==> config.mk <==
export PLATFORM = sky130hd
export DESIGN_NAME = sdsi_top
export DESIGN_NICKNAME = d
export VERILOG_FILES = /design/src/inc/sdsi_pkg.sv /design/src/rtl/sdsi_top.sv /design/src/rtl/sdsi_sync.sv /design/src/rtl/sdsi_fifo.sv
export SDC_FILE = /design/constraint.sdc
export NUM_CORES = 1
export LEC_CHECK = 0
export ABC_AREA = 1
export BUFFER_PORTS_ARGS = -buffer_cell sky130_fd_sc_hd__buf_2
export CORE_MARGIN = 1
export CORE_UTILIZATION = 53
export CTS_CLUSTER_DIAMETER = 200
export DETAILED_ROUTE_END_ITERATION = 12
export GPL_TIMING_DRIVEN = 0
export PLACE_DENSITY_LB_ADDON = 0.2
export SKIP_LAST_GASP = 1
export SLEW_MARGIN = 20
export SYNTH_ARGS = -nofsm -noshare
export SYNTH_HDL_FRONTEND = slang
export SYNTH_HIERARCHICAL = 1
export SYNTH_SLANG_ARGS = --single-unit
==> constraint.sdc <==
create_clock -name clk -period 2.01 [get_ports clk]
set_input_delay 0.201 -clock clk [delete_from_list [all_inputs] [get_ports clk]]
set_output_delay 0.201 -clock clk [all_outputs]
set_load 0.02 [all_outputs]
==> src/inc/sdsi_pkg.sv <==
// Package with register map, field positions, reset values and timing for the bus status block.
package sdsi_pkg;

  // Register addresses on the three-bit host address.
  localparam logic [2:0] ADDR_LIVE_BUS_DATA    = 3'h0;
  localparam logic [2:0] ADDR_INITIATOR_CTRL   = 3'h1;
  localparam logic [2:0] ADDR_OPERATING_MODE   = 3'h2;
  localparam logic [2:0] ADDR_TARGET_PHASE     = 3'h3;
  localparam logic [2:0] ADDR_LIVE_BUS_CONTROL = 3'h4;
  localparam logic [2:0] ADDR_TRANSFER_STATUS  = 3'h5;
  localparam logic [2:0] ADDR_RECEIVED_BYTE    = 3'h6;
  localparam logic [2:0] ADDR_CLEAR_ERRORS     = 3'h7;

  // Operating mode field positions.
  localparam int MODE_BURST         = 7;
  localparam int MODE_TARGET        = 6;
  localparam int MODE_PARITY_CHECK  = 5;
  localparam int MODE_PARITY_INT_ON = 4;
  localparam int MODE_DONE_INT_ON   = 3;
  localparam int MODE_BUSY_WATCH    = 2;
  localparam int MODE_BLOCK_XFER    = 1;
  localparam int MODE_ARB_REQUEST   = 0;

  // Transfer status field positions.
  localparam int STAT_XFER_DONE   = 7;
  localparam int STAT_XFER_REQ    = 6;
  localparam int STAT_PARITY_ERR  = 5;
  localparam int STAT_IRQ         = 4;
  localparam int STAT_PHASE_AGREE = 3;
  localparam int STAT_BUSY_LOST   = 2;
  localparam int STAT_ATN         = 1;
  localparam int STAT_ACK         = 0;

  // Target phase control field positions.
  localparam int TGT_FINAL_SENT = 7;
  localparam int TGT_REQ        = 3;
  localparam int TGT_MSG        = 2;
  localparam int TGT_CD         = 1;
  localparam int TGT_IO         = 0;

  // Initiator control: bits cleared on busy lost, and the drive-busy bit.
  localparam logic [7:0] INIT_BUSY_CLEAR_MASK = 8'h3f;
  localparam int         INIT_DRIVE_BUSY      = 3;
  localparam logic [7:0] INIT_RW_MASK         = 8'h9f;

  // Reset values.
  localparam logic [7:0] MODE_RESET   = 8'h00;
  localparam logic [7:0] INIT_RESET   = 8'h00;
  localparam logic [7:0] TARGET_RESET = 8'h00;
  localparam logic [7:0] DATA_RESET   = 8'h00;

  // Timing at 200 MHz.
  localparam int CLK_PERIOD_PS     = 5000;
  localparam int BUS_SETTLE_NS     = 400;
  localparam int BUS_SETTLE_CYCLES = (BUS_SETTLE_NS * 1000 + CLK_PERIOD_PS - 1) / CLK_PERIOD_PS;
  localparam int END_MIN_NS        = 10;
  localparam int END_MIN_CYCLES    = (END_MIN_NS * 1000 + CLK_PERIOD_PS - 1) / CLK_PERIOD_PS;

  // Receive buffer shape.
  localparam int RX_WIDTH = 8;
  localparam int RX_DEPTH = 4;

  // Odd parity check over a byte with its parity line, both active high.
  function automatic logic odd_parity_bad(input logic [7:0] data, input logic par);
    odd_parity_bad = ~(^{data, par});
  endfunction

endpackage

==> src/rtl/sdsi_top.sv <==
// Status, receive data and read map of the bus controller, host side registers.
module sdsi_top
  import sdsi_pkg::*;
(
  // Clock and reset.
  input  wire logic       clk,
  input  wire logic       rst,
  // Host register port, strobes active high after board inversion.
  input  wire logic       chip_sel,
  input  wire logic       host_read_strobe,
  input  wire logic       host_write_strobe,
  input  wire logic [2:0] host_addr,
  input  wire logic [7:0] host_wdata,
  output logic      [7:0] host_rdata,
  output logic            host_rdata_oe,
  // Transfer handshake.
  input  wire logic       xfer_ack_in,
  input  wire logic       transfer_end_in,
  output logic            xfer_req_out,
  output logic            host_irq,
  // Bus pins, low true as on the cable.
  input  wire logic [7:0] bus_data_n,
  input  wire logic       bus_parity_n,
  input  wire logic       bus_bsy_n,
  input  wire logic       bus_req_n,
  input  wire logic       bus_ack_n,
  input  wire logic       bus_atn_n,
  input  wire logic       bus_msg_n,
  input  wire logic       bus_cd_n,
  input  wire logic       bus_io_n,
  input  wire logic       bus_sel_n,
  input  wire logic       bus_rst_n,
  // Bus driver control and transmit side events.
  output logic            bus_drivers_en,
  output logic            xfer_inhibit,
  input  wire logic       send_byte_loaded,
  input  wire logic       send_byte_on_bus
);

  ////////////////////////////////////////////////////////////////////////////////
  // Pin synchronisers. Live reads use synced copies, so they lag the pins by two cycles.

  logic [7:0] data_n_s;
  logic [10:0] ctl_s;
  logic par_n_s, bsy_n_s, req_n_s, ack_n_s, atn_n_s, msg_n_s, cd_n_s, io_n_s, sel_n_s, rst_n_s, end_s;

  sdsi_sync #(.WIDTH(8)) u_sync_data (
    .clk      (clk),
    .rst      (rst),
    .async_in (bus_data_n),
    .sync_out (data_n_s)
  );

  sdsi_sync #(.WIDTH(11)) u_sync_ctl (
    .clk      (clk),
    .rst      (rst),
    .async_in ({transfer_end_in, bus_parity_n, bus_bsy_n, bus_req_n, bus_ack_n, bus_atn_n,
                bus_msg_n, bus_cd_n, bus_io_n, bus_sel_n, bus_rst_n}),
    .sync_out (ctl_s)
  );

  assign {end_s, par_n_s, bsy_n_s, req_n_s, ack_n_s, atn_n_s, msg_n_s, cd_n_s, io_n_s, sel_n_s, rst_n_s} = ctl_s;

  ////////////////////////////////////////////////////////////////////////////////
  // Register state and host access decode.

  logic [7:0] mode_q;
  logic [7:0] init_q;
  logic [7:0] target_q;
  logic       done_q;
  logic       final_sent_q;
  logic       req_q;
  logic       par_err_q;
  logic       irq_q;
  logic       busy_lost_q;
  logic [7:0] rx_q;
  logic       req_n_d1_q;
  logic       ack_n_d1_q;
  logic [$clog2(BUS_SETTLE_CYCLES+1)-1:0] bsy_cnt_q;
  logic [$clog2(END_MIN_CYCLES+1)-1:0]    end_cnt_q;
  logic [7:0] status;
  logic       host_rd;
  logic       host_wr;
  logic       dma_rd;
  logic       clr_rd;
  logic       phase_agree;
  logic       busy_trip;
  logic       capture;
  logic       fifo_in_ready;
  logic       fifo_out_valid;
  logic [7:0] fifo_out_data;

  assign host_rd = chip_sel & host_read_strobe;
  assign host_wr = chip_sel & host_write_strobe;
  // chip select and acknowledge are exclusive, so the two read paths never collide.
  assign dma_rd  = xfer_ack_in & host_read_strobe & ~chip_sel;
  assign clr_rd  = host_rd & (host_addr == ADDR_CLEAR_ERRORS);

  ////////////////////////////////////////////////////////////////////////////////
  // Phase compare and busy watch.

  assign phase_agree  = ({~msg_n_s, ~cd_n_s, ~io_n_s} == target_q[TGT_MSG:TGT_IO]);
  assign xfer_inhibit = ~phase_agree;
  assign busy_trip    = mode_q[MODE_BUSY_WATCH] & (bsy_cnt_q == ($bits(bsy_cnt_q))'(BUS_SETTLE_CYCLES));
  assign bus_drivers_en = ~busy_lost_q & phase_agree;

  always_ff @(posedge clk or posedge rst)
  begin
    if (rst)
      bsy_cnt_q <= '0;
    else if (!bsy_n_s || !mode_q[MODE_BUSY_WATCH])
      bsy_cnt_q <= '0;
    else if (bsy_cnt_q != ($bits(bsy_cnt_q))'(BUS_SETTLE_CYCLES))
      bsy_cnt_q <= bsy_cnt_q + 1'b1;
  end

  ////////////////////////////////////////////////////////////////////////////////
  // Control registers written by the host.

  always_ff @(posedge clk or posedge rst)
  begin
    if (rst)
    begin
      mode_q   <= MODE_RESET;
      init_q   <= INIT_RESET;
      target_q <= TARGET_RESET;
    end
    else
    begin
      if (host_wr && host_addr == ADDR_OPERATING_MODE)
        mode_q <= host_wdata;
      if (host_wr && host_addr == ADDR_INITIATOR_CTRL)
        init_q <= host_wdata & INIT_RW_MASK;
      if (host_wr && host_addr == ADDR_TARGET_PHASE)
        target_q <= {1'b0, 3'h0, host_wdata[3:0]};
      if (busy_trip)
      begin
        mode_q[MODE_BLOCK_XFER] <= 1'b0;
        init_q                  <= init_q & ~INIT_BUSY_CLEAR_MASK;
      end
    end
  end

  ////////////////////////////////////////////////////////////////////////////////
  // Transfer-done, final-byte-sent and request flags.

  always_ff @(posedge clk or posedge rst)
  begin
    if (rst)
      end_cnt_q <= '0;
    else if (end_s && xfer_ack_in && (host_read_strobe || host_write_strobe))
    begin
      if (end_cnt_q != ($bits(end_cnt_q))'(END_MIN_CYCLES))
        end_cnt_q <= end_cnt_q + 1'b1;
    end
    else
      end_cnt_q <= '0;
  end

  always_ff @(posedge clk or posedge rst)
  begin
    if (rst)
    begin
      done_q       <= 1'b0;
      final_sent_q <= 1'b0;
      req_q        <= 1'b0;
    end
    else if (!mode_q[MODE_BLOCK_XFER])
    begin
      done_q       <= 1'b0;
      final_sent_q <= 1'b0;
      req_q        <= 1'b0;
    end
    else
    begin
      if (end_cnt_q == ($bits(end_cnt_q))'(END_MIN_CYCLES))
        done_q <= 1'b1;
      if (done_q && send_byte_on_bus)
        final_sent_q <= 1'b1;
      if (xfer_ack_in && (mode_q[MODE_TARGET] ? host_write_strobe : host_read_strobe))
        req_q <= 1'b0;
      else if (send_byte_loaded || fifo_out_valid)
        req_q <= 1'b1;
    end
  end

  assign xfer_req_out = req_q;

  ////////////////////////////////////////////////////////////////////////////////
  // Receive capture through the FIFO into the received byte latch.

  always_ff @(posedge clk or posedge rst)
  begin
    if (rst)
    begin
      req_n_d1_q <= 1'b1;
      ack_n_d1_q <= 1'b1;
    end
    else
    begin
      req_n_d1_q <= req_n_s;
      ack_n_d1_q <= ack_n_s;
    end
  end

  // Capture on the falling edge of the low-true strobe, only while phases agree.
  assign capture = mode_q[MODE_BLOCK_XFER] & phase_agree &
                   (mode_q[MODE_TARGET] ? (ack_n_d1_q & ~ack_n_s) : (req_n_d1_q & ~req_n_s));

  // A full FIFO drops further bytes; the host drains it via the request handshake or by reading the received byte register.
  sdsi_fifo #(.WIDTH(RX_WIDTH), .DEPTH(RX_DEPTH)) u_rx_fifo (
    .clk       (clk),
    .rst       (rst),
    .in_valid  (capture),
    .in_ready  (fifo_in_ready),
    .in_data   (~data_n_s),
    .out_valid (fifo_out_valid),
    .out_ready (dma_rd | (host_rd && host_addr == ADDR_RECEIVED_BYTE)),
    .out_data  (fifo_out_data)
  );

  always_ff @(posedge clk or posedge rst)
  begin
    if (rst)
      rx_q <= DATA_RESET;
    else if (fifo_out_valid && (dma_rd || (host_rd && host_addr == ADDR_RECEIVED_BYTE)))
      rx_q <= fifo_out_data;
  end

  ////////////////////////////////////////////////////////////////////////////////
  // Error latches and interrupt.

  always_ff @(posedge clk or posedge rst)
  begin
    if (rst)
    begin
      par_err_q   <= 1'b0;
      busy_lost_q <= 1'b0;
      irq_q       <= 1'b0;
    end
    else
    begin
      if (mode_q[MODE_PARITY_CHECK] && capture && odd_parity_bad(~data_n_s, ~par_n_s))
        par_err_q <= 1'b1;
      else if (clr_rd)
        par_err_q <= 1'b0;
      if (busy_trip)
        busy_lost_q <= 1'b1;
      else if (clr_rd)
        busy_lost_q <= 1'b0;
      if (busy_trip ||
          (mode_q[MODE_PARITY_INT_ON] && mode_q[MODE_PARITY_CHECK] && capture &&
           odd_parity_bad(~data_n_s, ~par_n_s)) ||
          (mode_q[MODE_DONE_INT_ON] && !done_q && end_cnt_q == ($bits(end_cnt_q))'(END_MIN_CYCLES)))
        irq_q <= 1'b1;
      else if (clr_rd)
        irq_q <= 1'b0;
    end
  end

  assign host_irq = irq_q;

  ////////////////////////////////////////////////////////////////////////////////
  // Read mux.

  always_comb
  begin
    status = {done_q, req_q, par_err_q, irq_q, phase_agree, busy_lost_q, ~atn_n_s, ~ack_n_s};
    host_rdata    = 8'h00;
    host_rdata_oe = host_rd | dma_rd;
    if (dma_rd)
      host_rdata = rx_q;
    else
      unique case (host_addr)
        ADDR_LIVE_BUS_DATA:    host_rdata = ~data_n_s;
        ADDR_INITIATOR_CTRL:   host_rdata = init_q;
        ADDR_OPERATING_MODE:   host_rdata = mode_q;
        ADDR_TARGET_PHASE:     host_rdata = {final_sent_q, target_q[6:0]};
        ADDR_LIVE_BUS_CONTROL: host_rdata = {~rst_n_s, ~bsy_n_s, ~req_n_s, ~msg_n_s, ~cd_n_s, ~io_n_s, ~sel_n_s, ~par_n_s};
        ADDR_TRANSFER_STATUS:  host_rdata = status;
        ADDR_RECEIVED_BYTE:    host_rdata = rx_q;
        ADDR_CLEAR_ERRORS:     host_rdata = 8'h00;
      endcase
  end
endmodule // sdsi_top

==> src/rtl/sdsi_sync.sv <==
// Two-flop synchroniser bank for asynchronous bus pins.
module sdsi_sync #(
  parameter int WIDTH = 1
) (
  // Clock and reset.
  input  wire logic             clk,
  input  wire logic             rst,
  // Data.
  input  wire logic [WIDTH-1:0] async_in,
  output logic      [WIDTH-1:0] sync_out
);

  logic [WIDTH-1:0] meta_q;

  always_ff @(posedge clk or posedge rst)
  begin
    if (rst)
    begin
      meta_q   <= '0;
      sync_out <= '0;
    end
    else
    begin
      meta_q   <= async_in;
      sync_out <= meta_q;
    end
  end

endmodule // sdsi_sync

==> src/rtl/sdsi_fifo.sv <==
// Small flip-flop FIFO with valid and ready on both sides.
module sdsi_fifo #(
  parameter int WIDTH = 8,
  parameter int DEPTH = 4
) (
  // Clock and reset.
  input  wire logic             clk,
  input  wire logic             rst,
  // Fill side.
  input  wire logic             in_valid,
  output logic                  in_ready,
  input  wire logic [WIDTH-1:0] in_data,
  // Drain side.
  output logic                  out_valid,
  input  wire logic             out_ready,
  output logic      [WIDTH-1:0] out_data
);

  localparam int AW = $clog2(DEPTH);

  logic [WIDTH-1:0] mem_q [DEPTH];
  logic [AW-1:0]    wr_q;
  logic [AW-1:0]    rd_q;
  logic [AW:0]      count_q;
  logic             push;
  logic             pop;

  assign in_ready  = (count_q != (AW+1)'(DEPTH));
  assign out_valid = (count_q != '0);
  assign push      = in_valid & in_ready;
  assign pop       = out_valid & out_ready;
  assign out_data  = mem_q[rd_q];

  always_ff @(posedge clk or posedge rst)
  begin
    if (rst)
    begin
      wr_q    <= '0;
      rd_q    <= '0;
      count_q <= '0;
      for (int i = 0; i < DEPTH; i++)
        mem_q[i] <= '0;
    end
    else
    begin
      if (push)
      begin
        mem_q[wr_q] <= in_data;
        wr_q        <= (wr_q == AW'(DEPTH - 1)) ? '0 : wr_q + 1'b1;
      end
      if (pop)
        rd_q <= (rd_q == AW'(DEPTH - 1)) ? '0 : rd_q + 1'b1;
      if (push && !pop)
        count_q <= count_q + 1'b1;
      else if (pop && !push)
        count_q <= count_q - 1'b1;
    end
  end

endmodule // sdsi_fifo

==> results of run 1 <==
==> power by group <==
part	switching [mW]	internal (mW)	leakage (nW)
clock	1.13	1.68	0.257
sequential	0.329	2.88	1.51
combinational	1.28	0.775	1.85
==> flip-flops by register name, indices dropped and copies added (netlist names), 2 cells and up <==
signal                count
bsy_cnt_q                 7
end_cnt_q                 2
init_q                    6
mode_q                    8
rx_q                      8
target_q                  4
u_rx_fifo/count_q         3
u_rx_fifo/mem_q          32
u_rx_fifo/rd_q            2
u_rx_fifo/wr_q            2
u_sync_ctl/meta_q        11
u_sync_ctl/sync_out      11
u_sync_data/meta_q        8
u_sync_data/sync_out      8
==> final timing paths <==
check                                    endpoint  slack [ps]
min                                  end_cnt_q[1]          30
max reg2reg                  u_rx_fifo/count_q[2]        -180
max                          u_rx_fifo/count_q[2]        -180
min in group asynchronous      u_rx_fifo/mem_q[5]         160
min reg2reg                u_sync_ctl/sync_out[1]         350
max in group asynchronous    u_sync_ctl/meta_q[4]        1100
==> synth_stat cells (6+ instances only) <==
master | number | area [um2]
o211ai_1 | 14 | 105
ha_1 | 9 | 113
nand4_1 | 37 | 231
xnor2_1 | 6 | 52.6
nand2_1 | 195 | 732
inv_1 | 80 | 300
nand3_1 | 29 | 145
buf_2 | 11 | 55.1
buf_6 | 6 | 67.6
a21oi_1 | 22 | 110
dfrtp_1 | 118 | 2950
nor2_1 | 28 | 105
o21ai_0 | 39 | 195
==> worst min-delay path: stages <==
cell	delay, ps
buf_2	100
o211ai_1	120
nor2_1	100
==> area by class of cell <==
type	instances	area, um2
fill	836	3220
inverter	85	324
tap	136	170
multi-input combinational	420	2180
buffer	22	149
timing repair buffer	90	674
clock inverter	13	121
clock buffer	19	432
sequential	120	3010
==> metrics by stage <==
stage | area, um2 | setup WS (ps) | hold WS [ps] | power (mW) | util
5_1_grt | 7050 | -285 | 66.2 | 8.51 | 0.686
2_1_floorplan | 5620 | 3.00 | 115 | 4.55 | -
4_1_cts | 7040 | -196 | 10.7 | 8.08 | 0.685
6_report | 7050 | -180 | 27.1 | 8.06 | 0.686
3_5_place_dp | 6080 | -360 | 146 | 5.14 | 0.592
3_3_place_gp | 6040 | -344 | 291 | 5.05 | 0.587
==> per-layer routing <==
metal	routed length, um	global-route usage
met1	6500	0.380
met2	6770	0.431
met3	714	0.0755
met4	278	0.123
met5	0	0
==> cell families (layout without fill, tap and decap cells) <==
| family | Yosys count | after routing | share of synthesized area |
|---|---|---|---|
| AOI/OAI and AO/OA | 89 | 89 | 0.0920 |
| DFF | 120 | 120 | 0.538 |
| xor gates and xnor gates | 7 | 7 | 0.0110 |
| and+or+nand+nor | 312 | 312 | 0.247 |
| buffers and inverters | 107 | 229 | 0.0830 |
| muxes | 2 | 2 | 0.00537 |
| adders and majority gates | 10 | 10 | 0.0237 |
==> repair_timing <==
item / CTS / global route
pin swaps: 10 / 2
cloned: 0 / 0
endpoints found under the setup margin: 3 / 15
endpoints found under the hold margin: 136 / 0
resized for setup: 11 / 3
hold buffers: 32 / 0
setup buffers: 6 / 1
==> flow_summary_export.csv, run 1 <==
group,metric,value,unit
timing,fin_worst_skew,8.43,ps
setup_path,r2r-start,"ack_n_d1_q",
run_status,status,"finished with violations",
run_status,violations,"negative setup slack",
logic_synthesis,yosysSeqAreaShare,0.538,
clock_network,cts_buffer_depth,2,
place,io_buffers,49,
finish,final_net_count,804,
finish,drive_above_1_share,0.203,
route,drt_pass1_iterations,5,
setup_path,worstSetupPathDepth,16,
timing,fin_crit,2190,ps
logic_synthesis,ys_ff_latch,120,
finish,most-common-layout-cells,"nand2_1 (191), dfrtp_1 (118), inv_1 (74)",
setup_path,path_buf_inv,5,
worst_hold_path,holdCritStartpoint,"host_write_strobe",
logic_synthesis,syn-num-nets,695,
route,vias,4830,
worst_hold_path,hold_class,"in -> reg",
route,routed_via_density,5.34,
floorplanning,dieArea,0.0110,mm2
power,vdd_drop_max,0.000833,V
clock_network,clock_sinks,120,
finish,layout_commonest_cell,"nand2_1",
global_route,grt_pass1_wl,23.2,mm
power,power_leakage,3.61,nW
power,pwr_density_cell,1140,mW/mm2
place,dp.cells,834,
logic_synthesis,async_reset_ff_frac,1.00,
logic_synthesis,avgSynthCellArea,8.64,um2
setup_path,critPathKind,"reg -> reg",
route,wirelength,14.3,mm
global_route,grt_antenna_before_repair,0,
route,ant_nets,0,
timing,finalMaxSlewViolations,0,
timing,setup_violations,4,
timing,finalHoldViolations,0,
setup_path,worstSetupStartpoint,"ack_n_d1_q",
floorplanning,die_width,105,um
clock_network,cts.root.buffer_cell,"clkbuf_8",
timing,max_clock_freq,457,MHz
worst_hold_path,whs_path_depth,3,
route,route.detailed.drc,0,
setup_path,end_kind,"register",
setup_path,crit_top_cell,"nand2_1",
setup_path,cp_data_required_time,2430,ps
floorplanning,rows,37,
timing,worst_pin_slew,773,ps
global_route,grt_pass1_vias,4763,
floorplanning,die_y,105,um
clock_network,cts_buffers,17,
setup_path,cpLargestDelayFamily,"simple AND/OR/NAND/NOR gates",
floorplanning,num_io_pins,51,
global_route,track_usage,0.282,
timing,slew_headroom,0.484,
clock_network,cts_tree,"yes",
logic_synthesis,synth_edf_count,0,
setup_path,cp-start-kind,"register",
timing,period_share,1.09,
finish,stdcell_count,905,
timing,fin_tns_setup,-510,ps
logic_synthesis,ys_warn_count,6,
global_route,grt_overflow_total,0,
clock_network,worst_skew_pair.late_latency,530,ps
place,globalplace.congestion,0.916,
clock_network,clkSlewWorstSetupHoldPaths,60,ps
setup_path,path_cells,"inv_1, o21ai_2, nand2_1, nor2_1, nand2_1, inv_1, buf_6, nand2_4, inv_4, ha_4, inv_4, fa_2, nand2_2, nand3_2, nand2_1, nand2_1",
logic_synthesis,synth.distinct_cells,34,
setup_path,cp_max_fo,2,
timing,rsz0062_at_grt,"yes",
logic_synthesis,synthesis.area,0.00559,mm2
route,wl_per_cell,15.8,um
global_route,grt_max_degree,35,
setup_path,critical_path_arrival,2610,ps
floorplanning,coreArea,0.0103,mm2
finish,area_delta_synth_final,26.2,%
floorplanning,initial_core_util,0.544,
place,dp_hpwl,9.92,mm
timing,setup_slack,-180,ps
clock_network,cts_max_level,4,
setup_path,cp_slowest_cell,"dfstp_2",
flow_run,drv_cap,0,
route,drtIter0Drc,348,
setup_path,slowest_delay,510,ps
setup_path,rr_worst_depth,16,
logic_synthesis,yosys_most_used_dff,"dfrtp_1",
logic_synthesis,synthCells,647,
finish,antenna_cells,0,
Power figures use the tool's default switching activity.
==> run 2: changes to the inputs <==
--- a/config.mk
+++ b/config.mk
@@ -11,7 +11,9 @@
 export CORE_UTILIZATION = 53
 export CTS_CLUSTER_DIAMETER = 200
 export DETAILED_ROUTE_END_ITERATION = 12
+export GPL_ROUTABILITY_DRIVEN = 0
 export GPL_TIMING_DRIVEN = 0
+export HOLD_SLACK_MARGIN = 0.05
 export PLACE_DENSITY_LB_ADDON = 0.2
 export SKIP_LAST_GASP = 1
 export SLEW_MARGIN = 20
==> flow_summary_export.csv, run 2 (synthesis results as in run 1) <==
group,metric,value,unit
run_status,status,"finished with violations",
run_status,violations,"negative setup slack",
finish,largest_register,"u_rx_fifo/mem_q",
global_route,grt_antenna_before_repair,0,
floorplanning,coreArea,0.0103,mm2
global_route,grt_max_degree,34,
clock_network,clkSlewWorstSetupHoldPaths,60,ps
finish,multi_input_area,0.00219,mm2
route,drt_pass1_iterations,6,
finish,layout_commonest_cell,"nand2_1",
finish,drive_above_1_share,0.212,
power,power_leakage,3.62,nW
floorplanning,die_width,105,um
place,dp_hpwl,9.86,mm
power,pwr_density_cell,1160,mW/mm2
route,wirelength,14.5,mm
clock_network,cts.root.buffer_cell,"clkbuf_8",
setup_path,path_cells,"xnor2_2, nor3_2, nand2_1, inv_2, nand2_4, inv_4, ha_4, inv_4, fa_2, nand2_2, nand3_2, nand2_1, nand2_1",
finish,final.fill_count,783,
timing,slew_headroom,0.457,
setup_path,cpLargestDelayFamily,"simple AND/OR/NAND/NOR gates",
setup_path,cp_slowest_cell,"dfrtp_1",
setup_path,crit_top_cell,"nand2_1",
clock_network,cts_tree,"yes",
finish,final_net_count,805,
timing,worst_pin_slew,814,ps
setup_path,path_buf_inv,3,
power,vdd_drop_max,0.000806,V
power,p_int,5.50,mW
timing,fin_crit,2260,ps
route,routed_via_density,5.51,
timing,period_share,1.12,
timing,timing.hold.ws,107,ps
finish,reg.largest.list,"u_rx_fifo/mem_q x32, u_sync_ctl/meta_q x11, u_sync_ctl/sync_out x11",
power,pwr-share-clk,0.362,
power,combPwrFrac,0.251,
power,finalPower,8.29,mW
clock_network,cts_max_level,4,
setup_path,cp_data_required_time,2440,ps
place,io_buffers,49,
setup_path,critical_path_arrival,2690,ps
floorplanning,die_y,105,um
floorplanning,initial_core_util,0.544,
route,ant_nets,0,
route,vias,4989,
clock_network,clock_sinks,120,
timing,max_clock_freq,442,MHz
setup_path,cp-start-kind,"register",
timing,finalMaxSlewViolations,0,
finish,ff_latch_area,0.00301,mm2
timing,finalHoldViolations,0,
route,route.detailed.drc,0,
timing,setup_slack,-251,ps
clock_network,cts_buffer_depth,2,
setup_path,slowest_delay,450,ps
timing,fin_worst_skew,7.65,ps
finish,most-common-layout-cells,"nand2_1 (188), dfrtp_1 (117), inv_1 (73)",
finish,area_delta_synth_final,27.4,%
power,p_sw,2.80,mW
global_route,track_usage,0.288,
worst_hold_path,hold_class,"in -> reg",
floorplanning,num_io_pins,51,
timing,setup_violations,28,
global_route,grt_overflow_total,0,
timing,rsz0062_at_grt,"yes",
clock_network,cts_buffers,17,
setup_path,end_kind,"register",
global_route,grt_pass1_vias,4909,
floorplanning,rows,37,
setup_path,critPathKind,"reg -> reg",
power,seqPwrFrac,0.387,
route,drtIter0Drc,401,
finish,largest_register_ffs,32,
route,wl_per_cell,16.0,um
setup_path,r2r_slack,-250,ps
finish,antenna_cells,0,
clock_network,worst_skew_pair.late_latency,530,ps
power,switching_share,0.337,
setup_path,cp_max_fo,3,
floorplanning,dieArea,0.0110,mm2
flow_run,drv_cap,0,
global_route,grt_pass1_wl,23.9,mm
==> run 2: worst reg2reg max path: cells and delay by family (launching register included) <==
family | cells | cell delay, ps
adder cells (fa/ha/maj) | 2 | 520
AND/OR/NAND/NOR | 7 | 740
buffers and inverters | 3 | 250
XOR/XNOR | 1 | 180
flip-flops | 1 | 450
==> run 2: cell type report <==
cell class / count / area share
tap: 136 / 0.0239
clock buffer: 18 / 0.0601
sequential: 120 / 0.422
buffer: 21 / 0.0206
clock inverter: 14 / 0.0225
timing repair buffer: 92 / 0.0975
inverter: 85 / 0.0455
multi-input combinational: 420 / 0.308
==> run 2: power groups by stage <==
stage	Clock, mW	Sequential [mW]	Combinational [mW]
2_1_floorplan	0	3.15	1.40
3_5_place_dp	0	3.22	1.89
3_3_place_gp	0	3.21	1.83
4_1_cts	3.05	3.20	1.99
6_report	3.00	3.21	2.08
5_1_grt	3.15	3.26	2.31
==> run 2: metrics by stage <==
| step | TNS (ps) | instances | setup WS (ps) | area, um2 | util |
|---|---|---|---|---|---|
| after floorplan | 0 | 647 | 3.00 | 5620 | - |
| after global placement | -504 | 832 | -270 | 6040 | 0.587 |
| after detailed placement | -602 | 834 | -323 | 6080 | 0.591 |
| after CTS | -469 | 903 | -161 | 7050 | 0.686 |
| after global routing | -3690 | 906 | -320 | 7120 | 0.693 |
| final | -1250 | 906 | -251 | 7120 | 0.693 |
==> run 2: worst paths after layout <==
path	start	endpoint	depth (start not counted)
max	u_sync_ctl/sync_out[2]	u_rx_fifo/count_q[2]	13
min	host_addr[2]	target_q[1]	4
max reg2reg	u_sync_ctl/sync_out[2]	u_rx_fifo/count_q[2]	13
min reg2reg	u_sync_ctl/meta_q[2]	u_sync_ctl/sync_out[2]	0
max in group asynchronous	rst	u_sync_ctl/sync_out[1]	3
min in group asynchronous	rst	u_rx_fifo/mem_q[5]	3
==> run 2: timing repair <==
| item | 4_1_cts | 5_1_grt |
|---|---|---|
| buffers inserted | 4 | 4 |
| pin swaps | 8 | 11 |
| endpoints found under the hold margin | 161 | 0 |
| setup endpoints to repair | 3 | 35 |
| hold buffers | 33 | 0 |
| resized for setup | 6 | 22 |
==> run 2: routing by layer <==
metal | wire, um | vias to the layer above | track usage
met5 | 0 | - | 0
met4 | 501 | 0 | 0.136
met3 | 1040 | 53 | 0.0649
met2 | 6680 | 244 | 0.440
met1 | 6280 | 2373 | 0.391
li1 | - | 2319 | -
==> run 3: changes to the inputs <==
--- a/config.mk
+++ b/config.mk
@@ -5,7 +5,6 @@
 export SDC_FILE = /design/constraint.sdc
 export NUM_CORES = 1
 export LEC_CHECK = 0
-export ABC_AREA = 1
 export BUFFER_PORTS_ARGS = -buffer_cell sky130_fd_sc_hd__buf_2
 export CORE_MARGIN = 1
 export CORE_UTILIZATION = 53
==> flow_summary_export.csv, run 3 <==
group,metric,value,unit
run_status,status,"finished with violations",
run_status,violations,"negative setup slack",
finish,reg.largest.list,"u_rx_fifo/mem_q x32, u_sync_ctl/meta_q x11, u_sync_ctl/sync_out x11",
finish,fin_area,0.00679,mm2
timing,finalMaxSlewViolations,0,
timing,setup_violations,27,
route,routed_via_density,5.58,
floorplanning,dieArea,0.0103,mm2
timing,period_share,1.12,
finish,largest_register,"u_rx_fifo/mem_q",
logic_synthesis,syn-num-nets,448,
flow_run,drv_cap,0,
global_route,grt_overflow_total,0,
route,vias,3651,
place,dp_hpwl,7.93,mm
place,post-place-ws,-370,ps
global_route,track_usage,0.266,
setup_path,slowest_delay,400,ps
clock_network,cts_tree,"yes",
setup_path,critPathKind,"reg -> reg",
finish,largest_register_ffs,32,
global_route,grt_pass1_vias,3818,
timing,fin_crit,2240,ps
finish,stdcell_count,654,
global_route,grt_pass1_wl,19.7,mm
setup_path,rr_worst_depth,10,
route,wl_per_cell,18.4,um
power,finalPower,7.09,mW
setup_path,crit_top_cell,"xor2_1",
place,io_buffers,49,
setup_path,r2r_slack,-230,ps
timing,timing.hold.ws,63.1,ps
worst_hold_path,hold_class,"in -> reg",
worst_hold_path,whs_path_depth,3,
finish,finalCoreUtilization,0.721,
floorplanning,rows,35,
floorplanning,die_width,101,um
clock_network,cts_buffer_depth,2,
finish,area_delta_synth_final,29.9,%
route,drt_pass1_iterations,5,
setup_path,cp_max_fo,4,
clock_network,clkSlewWorstSetupHoldPaths,60,ps
setup_path,cp_slowest_cell,"dfrtp_1",
clock_network,worst_skew_pair.late_latency,520,ps
timing,max_clock_freq,446,MHz
power,vdd_drop_max,0.000624,V
finish,antenna_cells,0,
timing,worst_pin_slew,761,ps
setup_path,cpLargestDelayFamily,"simple AND/OR/NAND/NOR gates",
worst_hold_path,holdPathEnd,"end_cnt_q[1]",
floorplanning,initial_core_util,0.555,
setup_path,cp_data_required_time,2410,ps
power,power_leakage,3.21,nW
floorplanning,coreArea,0.00942,mm2
global_route,grt_antenna_before_repair,0,
clock_network,cts_buffers,17,
setup_path,end_kind,"register",
setup_path,critical_path_arrival,2650,ps
place,dpl_cell_area,0.00572,mm2
floorplanning,die_y,101,um
route,ant_nets,0,
route,wirelength,12.1,mm
setup_path,cp-start-kind,"register",
timing,slew_headroom,0.492,
timing,fin_worst_skew,10.1,ps
finish,drive_above_1_share,0.333,
clock_network,cts.root.buffer_cell,"clkbuf_8",
finish,final_net_count,560,
finish,layout_commonest_cell,"dfrtp_1",
route,drtIter0Drc,221,
timing,setup_slack,-233,ps
clock_network,clock_sinks,120,
setup_path,r2r-start,"u_sync_ctl/sync_out[3]",
finish,most-common-layout-cells,"dfrtp_1 (117), buf_2 (54), mux2_2 (33)",
logic_synthesis,ys_warn_count,6,
place,dp.cells,580,
route,route.detailed.drc,0,
logic_synthesis,avgSynthCellArea,13.1,um2
floorplanning,num_io_pins,51,
setup_path,path_cells,"xor2_1, nand3_2, nor3b_4, nor2b_4, ha_4, inv_2, fa_2, xor2_1, nor2_1, xor2_1",
timing,rsz0062_at_grt,"yes",
logic_synthesis,synthesis.area,0.00522,mm2
global_route,grt_max_degree,30,
clock_network,cts_max_level,4,
setup_path,reg2reg_to,"u_rx_fifo/count_q[2]",
timing,fin_tns_setup,-1820,ps
logic_synthesis,synthCells,400,
finish,final.fill_count,629,
setup_path,path_buf_inv,1,
power,pwr_density_cell,1040,mW/mm2
worst_hold_path,holdCritStartpoint,"host_write_strobe",
timing,finalHoldViolations,0,
-- run 3: final cells by class --
class                      count  area (um2)  area share
sequential                   120        3010       0.443
multi-input combinational    245        2200       0.324
timing repair buffer          94         752       0.111
clock buffer                  18         418      0.0616
tap                          129         161      0.0238
clock inverter                14         114      0.0168
inverter                      23        86.3      0.0127
buffer                        11        51.3     0.00756
-- run 3: worst reg2reg max path: stages, from the launching register on --
cell and delay (ps):
dfrtp_1 400, xor2_1 210, nand3_2 190, nor3b_4 270, nor2b_4 200, ha_4 150
inv_2 40, fa_2 320, xor2_1 140, nor2_1 60, xor2_1 150
-- run 3: where the power goes --
part	internal, mW	total (mW)	switching [mW]	leakage, nW
sequential	2.76	3.04	0.281	1.53
combinational	0.686	1.34	0.650	1.43
clock	1.54	2.71	1.17	0.255
total	4.99	7.09	2.10	3.21
-- run 3: worst max path at each step --
stage | from | endpoint | slack, ps | cells after the start
floorplan | u_sync_ctl/sync_out[2] | u_rx_fifo/count_q[2] | -220 | 10
global placement | u_sync_ctl/sync_out[3] | u_rx_fifo/count_q[2] | -350 | 10
detailed placement | u_sync_ctl/sync_out[3] | u_rx_fifo/count_q[2] | -370 | 10
CTS | target_q[1] | u_rx_fifo/count_q[2] | -180 | 10
global route | u_sync_ctl/sync_out[3] | u_rx_fifo/count_q[2] | -320 | 10
finish | u_sync_ctl/sync_out[3] | u_rx_fifo/count_q[2] | -230 | 10
-- run 3: timing repair --
item / 4_1_cts / 5_1_grt
resized for setup: 6 / 15
hold buffers: 31 / 0
endpoints found under the setup margin: 35 / 42
gates cloned: 0 / 0
endpoints found under the hold margin: 159 / 0
pin swaps: 9 / 7
setup buffers: 8 / 5
-- run 3: per-layer routing --
| metal | track usage | vias to the layer above | routed length [um] |
|---|---|---|---|
| met5 | 0 | - | 0 |
| met4 | 0.109 | 0 | 277 |
| met3 | 0.0628 | 29 | 736 |
| met2 | 0.417 | 130 | 5850 |
| met1 | 0.360 | 1847 | 5190 |
| li1 | - | 1645 | - |
